==> config.mk <==
export PLATFORM = sky130hd
export DESIGN_NAME = air_device_flat
export DESIGN_NICKNAME = d
export VERILOG_FILES = /design/src/rtl/air_pkg.sv /design/src/rtl/air_if.sv /design/src/rtl/air_check.sv /design/src/rtl/air_device.sv /design/src/flat_wrapper.sv
export SDC_FILE = /design/constraint.sdc
export NUM_CORES = 1
export LEC_CHECK = 0
export BUFFER_PORTS_ARGS = -buffer_cell sky130_fd_sc_hd__buf_2
export CORE_AREA = 8 8 151 153
export CTS_CLUSTER_SIZE = 28
export DETAILED_ROUTE_END_ITERATION = 12
export DIE_AREA = 0 0 159 161
export PLACE_DENSITY_LB_ADDON = 0.2
export SYNTH_ARGS = -nofsm -noshare
export SYNTH_HDL_FRONTEND = slang
export SYNTH_SLANG_ARGS = --single-unit
==> constraint.sdc <==
create_clock -name CLOCK_I -period 5.6 [get_ports CLOCK_I]
set_input_delay 1.12 -clock CLOCK_I [delete_from_list [all_inputs] [get_ports CLOCK_I]]
set_output_delay 1.12 -clock CLOCK_I [all_outputs]
set_load 0.01 [all_outputs]
==> src/rtl/air_pkg.sv <==
// air_pkg: shared constants for the converter register bank
// assumes: one clock domain, device end and host end joined by air_if
package air_pkg;
	// ============================================================
	// register addresses and layouts
	localparam logic [7:0] ADDR_IFMODE = 8'h02;
	localparam logic [7:0] ADDR_CHECK  = 8'h03;
	localparam logic [7:0] ADDR_RESULT = 8'h04;
	localparam logic [7:0] ADDR_STATUS = 8'h00;
	localparam logic [7:0] ADDR_USER0  = 8'h10;
	localparam int         NUM_USER    = 4;
	localparam int         BIT_SHORT_WORD = 0;
	localparam int         BIT_CHECK   = 5;
	localparam int         BIT_APPEND  = 6;
	localparam int         CRC_LO      = 2;
	localparam logic [7:0] IFMODE_MASK = 8'h6D;
	localparam logic [7:0] IFMODE_RST  = 8'h00;
	localparam logic [23:0] CHECK_RST  = 24'h000000;
	localparam logic [23:0] RESULT_RST = 24'h000000;
	localparam int         STAT_RDYB   = 7;
	localparam int         STAT_REGERR = 6;
	// ============================================================
	// transfer check modes
	localparam logic [1:0] XFER_NONE = 2'h0;
	localparam logic [1:0] XFER_XOR  = 2'h1;
	localparam logic [1:0] XFER_CRC  = 2'h2;
	// ============================================================
	// host-side control registers (word index)
	localparam logic [3:0] H_CMD    = 4'h0;
	localparam logic [3:0] H_RDATA  = 4'h1;
	localparam logic [3:0] H_STAT   = 4'h2;
	localparam logic [3:0] H_IRQST  = 4'h3;
	localparam logic [3:0] H_IRQCLR = 4'h4;
	localparam logic [3:0] H_IRQEN  = 4'h5;
	localparam logic [3:0] H_RSTAT  = 4'h6;
	localparam int         NUM_IRQ  = 3;
	localparam int         IRQ_DONE = 0;
	localparam int         IRQ_RDY  = 1;
	localparam int         IRQ_ERR  = 2;
endpackage

==> src/rtl/air_if.sv <==
// air_if: register access link between host end and device end
// assumes: both ends clocked by the same clock
`timescale 1ns/1ps
interface air_if;
	logic        req;
	logic        wr;
	logic [7:0]  addr;
	logic [23:0] wdata;
	logic [7:0]  wcheck;
	logic        ack;
	logic [31:0] rdata;
	logic [7:0]  rcheck;
	logic        rlong;
	logic        rdy_b;
	logic [1:0]  xfer_mode;
	modport device (input req, wr, addr, wdata, wcheck, output ack, rdata, rcheck, rlong, rdy_b, xfer_mode);
	modport host   (output req, wr, addr, wdata, wcheck, input ack, rdata, rcheck, rlong, rdy_b, xfer_mode);
endinterface

==> src/rtl/air_check.sv <==
// air_check: transfer check byte generator (xor or crc-8)
// assumes: purely combinational, used by both ends
`timescale 1ns/1ps
module air_check (
	// selection
	input  wire logic [1:0]  mode_i,
	// data under check
	input  wire logic [39:0] data_i,
	output logic      [7:0]  check_o
);
	import air_pkg::*;
	logic [7:0] crc;
	logic [7:0] x;
	always_comb begin
		crc = 8'h00;
		x = 8'h00;
		for (int i = 39; i >= 0; i--) begin
			crc = (crc[7] ^ data_i[i]) ? ((crc << 1) ^ 8'h07) : (crc << 1);
		end
		for (int b = 0; b < 5; b++) begin
			x = x ^ data_i[b*8 +: 8];
		end
		check_o = (mode_i == XFER_XOR) ? x : crc;
	end
endmodule

==> src/rtl/air_device.sv <==
// air_device: converter interface-mode, checksum and result registers
// assumes: host follows the link handshake; results arrive as one-cycle strobes
// assumes: RESULT_I is two's complement; one clock for converter and link
//
// The implementer's own choice: the address-and-strobe port.
`timescale 1ns/1ps
module air_device #(
	parameter int RES_W = 24
) (
	// clock and reset
	input  wire logic             CLOCK_I,
	input  wire logic             RST_B_I,
	// link
	air_if.device                 link,
	// converter side
	input  wire logic             RESULT_VALID_I,
	input  wire logic [RES_W-1:0] RESULT_I,
	input  wire logic             POLARITY_SELECT_I,
	input  wire logic [3:0]       CHANNEL_I,
	// status out
	output logic                  RDY_B_O,
	output logic                  CHECK_ERROR_O
);
	import air_pkg::*;
	// ============================================================
	// state
	typedef struct packed {
		logic [7:0]              ifmode;
		logic [NUM_USER-1:0][23:0] user;
		logic [23:0]             ref_sum;
		logic                    reg_error;
		logic [23:0]             result;
		logic                    result_short;
		logic [3:0]              channel;
		logic                    rdy_b;
		logic                    reading;
		logic                    ack;
		logic [31:0]             rdata;
		logic                    rlong;
		logic [7:0]              rcheck;
	} air_dev_t;
	air_dev_t s_r, s_nxt;
	logic [23:0] sum;
	logic [7:0]  status;
	logic [31:0] rd_word;
	logic [7:0]  wchk;
	logic [7:0]  rchk;
	logic        wr_ok;
	logic [23:0] conv;
	logic        take;
	logic        res_read;
	logic        load_ok;
	logic        check_on;
	logic        sum_bad;
	logic [1:0]  xfer_sel;
	logic [NUM_USER-1:0] user_hit;
	// ============================================================
	// checksum and check bytes
	always_comb begin
		sum = 24'h000000;
		for (int i = 0; i < NUM_USER; i++) begin
			sum = sum ^ s_r.user[i];
		end
	end
	air_check u_wchk (
		.mode_i  (XFER_CRC),
		.data_i  ({link.wr, 7'h00, link.addr, link.wdata}),
		.check_o (wchk)
	);
	air_check u_rchk (
		.mode_i  (xfer_sel),
		.data_i  ({link.addr, rd_word}),
		.check_o (rchk)
	);
	assign status = {s_r.rdy_b, s_r.reg_error, 2'h0, s_r.channel};
	// write rejected on a bad check byte when a transfer check mode is selected
	assign wr_ok = (xfer_sel == XFER_NONE) || (link.wcheck == wchk);
	// polarity: offset binary by default, straight binary when unipolar
	assign conv = POLARITY_SELECT_I ? 24'(RESULT_I) : (24'(RESULT_I) ^ 24'h800000);
	// ============================================================
	// request decode
	assign take = link.req && !s_r.ack;
	assign check_on = s_r.ifmode[BIT_CHECK];
	assign xfer_sel = s_r.ifmode[CRC_LO +: 2];
	// result read blocks loads from the take edge; ack cycle is covered by reading
	assign res_read = link.req && !link.wr && link.addr == ADDR_RESULT;
	// limitation: a result arriving inside that window is dropped, not queued
	assign load_ok = RESULT_VALID_I && !res_read && !s_r.reading;
	// compared one cycle behind the write, so a watched write flags a cycle late
	assign sum_bad = check_on && sum != s_r.ref_sum;
	for (genvar g = 0; g < NUM_USER; g++) begin : g_user
		assign user_hit[g] = link.addr == ADDR_USER0 + 8'(g);
	end
	// ============================================================
	// read mux
	always_comb begin
		rd_word = 32'h00000000;
		unique case (link.addr)
			ADDR_IFMODE: rd_word = {24'h000000, s_r.ifmode & IFMODE_MASK};
			ADDR_CHECK:  rd_word = {8'h00, check_on ? sum : CHECK_RST};
			ADDR_STATUS: rd_word = {24'h000000, status};
			ADDR_RESULT: begin
				if (s_r.result_short) begin
					rd_word = {16'h0000, s_r.result[23:8]};
				end else begin
					rd_word = {8'h00, s_r.result};
				end
				if (s_r.ifmode[BIT_APPEND]) begin
					rd_word = {rd_word[23:0], status};
				end
			end
			// unmapped addresses read as zero
			default: begin
				for (int i = 0; i < NUM_USER; i++) begin
					if (user_hit[i]) begin
						rd_word = {8'h00, s_r.user[i]};
					end
				end
			end
		endcase
	end
	// ============================================================
	// next state
	always_comb begin
		s_nxt = s_r;
		s_nxt.ack = 1'b0;
		s_nxt.reading = 1'b0;
		if (take) begin
			s_nxt.ack = 1'b1;
			if (link.wr) begin
				if (wr_ok) begin
					if (link.addr == ADDR_IFMODE) begin
						s_nxt.ifmode = link.wdata[7:0] & IFMODE_MASK;
						if (!link.wdata[BIT_CHECK]) begin
							s_nxt.reg_error = 1'b0;
						end else if (!s_r.ifmode[BIT_CHECK]) begin
							s_nxt.ref_sum = sum;
						end
					end
					for (int i = 0; i < NUM_USER; i++) begin
						if (user_hit[i]) begin
							s_nxt.user[i] = link.wdata;
						end
					end
				end
			end else begin
				// data and check byte frozen at the take edge, held until the next read
				s_nxt.rdata = rd_word;
				s_nxt.rcheck = rchk;
				s_nxt.rlong = (link.addr == ADDR_RESULT) && s_r.ifmode[BIT_APPEND];
				if (link.addr == ADDR_RESULT) begin
					s_nxt.rdy_b = 1'b1;
					s_nxt.reading = 1'b1;
				end
			end
		end
		// new result blocked while a result read is under way
		if (load_ok) begin
			s_nxt.result = conv;
			s_nxt.result_short = s_r.ifmode[BIT_SHORT_WORD];
			s_nxt.channel = CHANNEL_I;
			s_nxt.rdy_b = 1'b0;
		end
		// set and clear cannot meet: clearing needs the enable bit dropping
		if (sum_bad && s_nxt.ifmode[BIT_CHECK]) begin
			s_nxt.reg_error = 1'b1;
		end
	end
	// ============================================================
	// registers
	always_ff @(posedge CLOCK_I or negedge RST_B_I) begin
		if (!RST_B_I) begin
			s_r <= '0;
			// ready idles high: nothing unread after reset
			s_r.rdy_b <= 1'b1;
		end else begin
			s_r <= s_nxt;
		end
	end
	// ============================================================
	// outputs
	assign link.ack = s_r.ack;
	assign link.rdata = s_r.rdata;
	assign link.rcheck = s_r.rcheck;
	assign link.rlong = s_r.rlong;
	assign link.rdy_b = s_r.rdy_b;
	assign link.xfer_mode = xfer_sel;
	assign RDY_B_O = s_r.rdy_b;
	assign CHECK_ERROR_O = s_r.reg_error;
endmodule

==> src/flat_wrapper.sv <==
// flat-port wrapper written by rule: the top's interface ports become plain ports
module air_device_flat import air_pkg::*;
#(
	parameter int RES_W = 24
)
  (CLOCK_I, RST_B_I, RESULT_VALID_I, RESULT_I, POLARITY_SELECT_I, CHANNEL_I, RDY_B_O, CHECK_ERROR_O, link_req, link_wr, link_addr, link_wdata, link_wcheck, link_ack, link_rdata, link_rcheck, link_rlong, link_rdy_b, link_xfer_mode);
  air_if link_i ();
  input  wire logic CLOCK_I;
  input  wire logic RST_B_I;
  input  wire logic RESULT_VALID_I;
  input  wire logic [RES_W-1:0] RESULT_I;
  input  wire logic POLARITY_SELECT_I;
  input  wire logic [3:0] CHANNEL_I;
  output logic RDY_B_O;
  output logic CHECK_ERROR_O;
  input wire logic [$bits(link_i.req)-1:0] link_req;
  input wire logic [$bits(link_i.wr)-1:0] link_wr;
  input wire logic [$bits(link_i.addr)-1:0] link_addr;
  input wire logic [$bits(link_i.wdata)-1:0] link_wdata;
  input wire logic [$bits(link_i.wcheck)-1:0] link_wcheck;
  output wire logic [$bits(link_i.ack)-1:0] link_ack;
  output wire logic [$bits(link_i.rdata)-1:0] link_rdata;
  output wire logic [$bits(link_i.rcheck)-1:0] link_rcheck;
  output wire logic [$bits(link_i.rlong)-1:0] link_rlong;
  output wire logic [$bits(link_i.rdy_b)-1:0] link_rdy_b;
  output wire logic [$bits(link_i.xfer_mode)-1:0] link_xfer_mode;
  assign link_i.req = link_req;
  assign link_i.wr = link_wr;
  assign link_i.addr = link_addr;
  assign link_i.wdata = link_wdata;
  assign link_i.wcheck = link_wcheck;
  assign link_ack = link_i.ack;
  assign link_rdata = link_i.rdata;
  assign link_rcheck = link_i.rcheck;
  assign link_rlong = link_i.rlong;
  assign link_rdy_b = link_i.rdy_b;
  assign link_xfer_mode = link_i.xfer_mode;
  air_device #(.RES_W(RES_W)) u_core (.CLOCK_I(CLOCK_I), .RST_B_I(RST_B_I), .link(link_i), .RESULT_VALID_I(RESULT_VALID_I), .RESULT_I(RESULT_I), .POLARITY_SELECT_I(POLARITY_SELECT_I), .CHANNEL_I(CHANNEL_I), .RDY_B_O(RDY_B_O), .CHECK_ERROR_O(CHECK_ERROR_O));
endmodule
==> results.cfg <==
[setup_path]
path_common_cell = xnor3_1
r2r_cells = 10
worstReg2RegStart = u_core.s_r[48]
critical_path_class = in2reg
critPathArrivalTime_ns = 5.08
worstPathRequired_ns = 5.90
critPathMaxStageDelay_ns = 0.62
reg2reg_to = u_core.link.rcheck[6]
r2r_setup_slack_ns = 1.24
cp_cell_sequence = buf_2 -> inv_1 -> ha_1 -> xnor2_2 -> xnor3_1 -> xnor2_1 -> xnor3_1 -> or3_1 -> a21oi_1 -> a31o_2 -> nand4b_2 -> buf_4 -> mux2i_1
cpMaxStageDelayCell = nand4b_2
crit_fanout = 21
startpoint_type = input pin
cp-end-kind = flop

[routing]
vias = 8851
drt_first_iter_violations = 800
routed_wl_um = 34700
wl_per_cell_um = 23.7
drc = 0
ant_nets = 0
firstDrtPassIters = 7
viasPerCell = 6.05

[timing]
fmax_mhz = 209
worst_pin_slew_ns = 0.995
tns_ns = 0
fin_crit_sh_pct = 85.4
hold_viol = 0
drv_slew = 0
hold_ws_ns = 0.473
fin_skew_ns = 0.0102
rsz0062_at_grt = false
timing.slew.headroom_pct = 33.7
finalSetupViolCount = 0
post-route-min-period_ns = 4.78

[pwr]
ir_drop_mv = 0.211
leakagePower_nw = 6.83
p_per_area_nw_per_um2 = 318

[clocking]
cts_buffers = 17
htree_levels = 4
clk_path_buf_depth = 2
ctsResizeCount = 0
hold_buffers = 0
cts-root-buf = clkbuf_16
clock_latency_ns = 0.45
post_cts_buffers = 0
cts.sinks = 199
cts_tree = done
clkTransAtPathRegs_ns = 0.08

[floorplan]
start_util_pct = 63.1
die_h_um = 161
num_io_pins = 121
fp.dieW_um = 159
core_um2 = 20600
rows = 53
die-area_um2 = 25600

[layout]
layout_common_cells = 198 x dfrtp_1, 177 x xnor2_1, 161 x mux2_2
syn2layout_area_growth_pct = 9.47
final_common_cell = dfrtp_1
fillers = 1560
seqCellArea_um2 = 4980
layout.nets = 1255
multiInputGateArea_um2 = 7320
fin_area_um2 = 14200
antenna_cells = 0
drive_gt1_share_pct = 32.0

[global_route]
gr-max-usage-layer = met2
gr-total-overflow = 0
gr-usage-met1_pct = 36.5
grt_antenna_before_repair = 0
grt_use_met3_pct = 5.32
grt_max_degree = 110
grt_use_met2_pct = 43.3
grt.total_usage_pct = 27.3
grt_pass1_wl_um = 54000
first_global_vias = 8974

[logic_synthesis]
netlist_area_um2 = 13000
yosysSeqAreaShare_pct = 38.4
postSynthNetCount = 1189
syn_avg_cell_area_um2 = 11.7
synth_seq_cells = 199
syn_inst = 1110
synth_cell_type_count = 70
synth_edf_count = 0
yosys_warnings = 0
async_reset_ff_share_pct = 100
ys.flop_type = dfrtp_1

[worst_hold_path]
worstHoldPathCells = 2
hold_end = u_core.link.rdata[20]
hp-start = u_core.link.rdata[20]
hp-class = reg2reg

[run_status]
status = finished clean

[place]
port_buffers = 120
dp_hpwl_um = 26500
place_area_um2 = 13600
routabilityCongestion = 0.982

[flow_run]
cap_violations = 0
==> layout make-up <==
class / count / share of cell area (%)
multi-input cells: 787 / 51.5
inverters: 18 / 0.475
well taps: 275 / 2.42
clock inverters: 15 / 1.25
clock buffers: 17 / 2.99
repair buffers: 153 / 6.30
flip-flops and latches: 199 / 35.1
==> stage by stage <==
stage	std cells	util [%]	worst slack [ns]	power, mW
detailed placement	1432	66.2	0.451	3.28
global placement	1432	66.2	0.526	3.25
CTS	1464	69.1	0.902	4.53
global route	1464	69.1	0.579	4.72
floorplan	1110	-	0.827	2.97
finish	1464	69.1	0.817	4.52
==> synth_stat cells (all sizes together), types with 6 or more instances <==
| master | number | area, µm² |
|---|---|---|
| dfrtp | 198 | 4950 |
| xnor2 | 180 | 1600 |
| mux2 | 163 | 1840 |
| nand2 | 84 | 315 |
| buf | 75 | 507 |
| xor2 | 59 | 524 |
| xnor3 | 36 | 815 |
| clkbuf | 31 | 116 |
| mux2i | 26 | 260 |
| o21ai | 25 | 125 |
| a21oi | 19 | 98.9 |
| nor2 | 19 | 73.8 |
| inv | 18 | 67.6 |
| nand3 | 13 | 65.1 |
| a22oi | 12 | 90.1 |
| mux4 | 12 | 270 |
| o2bb2ai | 12 | 105 |
| a221oi | 10 | 87.6 |
| a22o | 9 | 78.8 |
| nand4 | 8 | 56.3 |
| and3 | 7 | 43.8 |
| nor3 | 7 | 35.0 |
| nor3b | 7 | 52.6 |
| xor3 | 6 | 143 |
==> registers in the layout (all words and copies together), names as in the netlist, 2 cells and up <==
name and cells:
u_core.link.rcheck 8, u_core.link.rdata 32, u_core.s_r 152, u_core.link.xfer_mode 2
==> worst max-delay path, delay by kind of cell <==
family                   cells  cell delay [ns]
AO/OA/AOI/OAI                2             0.45
adder cells (fa/ha/maj)      1             0.36
multiplexers                 1             0.12
buffers and inverters        3             0.72
XOR/XNOR                     4             1.31
AND/OR/NAND/NOR              2             0.98
==> metal layers <==
layer / wire [µm] / up-vias
met4: 1320 / 0
met5: 0 / -
met2: 15900 / 358
li1: - / 3989
met3: 2270 / 74
met1: 15200 / 4430
==> cells by family (layout without fill, tap and decap cells) <==
kind of cell,Yosys count,count (layout),share of synthesized area (%)
AOI/OAI and AO/OA,130,130,7.36
buffers and inverters,124,203,5.32
xor gates and xnor gates,281,281,23.7
and+or+nand+nor,170,170,6.51
DFF,199,199,38.4
muxes,201,201,18.2
adders and majority gates,5,5,0.482
==> worst max path at each step <==
stage / start / endpoint / slack, ns / cells after the start
after floorplan: link_addr[4] / u_core.s_r[100] / 0.83 / 14
after global placement: link_addr[4] / u_core.s_r[88] / 0.53 / 13
after detailed placement: link_addr[4] / u_core.s_r[88] / 0.45 / 13
after CTS: link_addr[4] / u_core.s_r[88] / 0.90 / 14
after global routing: link_addr[6] / u_core.link.rcheck[1] / 0.58 / 13
final: link_addr[4] / u_core.s_r[88] / 0.82 / 13
==> report_power, final <==
| part | internal, mW | switching, mW |
|---|---|---|
| Sequential | 1.51 | 0.0636 |
| Clock | 0.604 | 0.644 |
| Combinational | 0.916 | 0.785 |
Power figures use the tool's default switching activity.
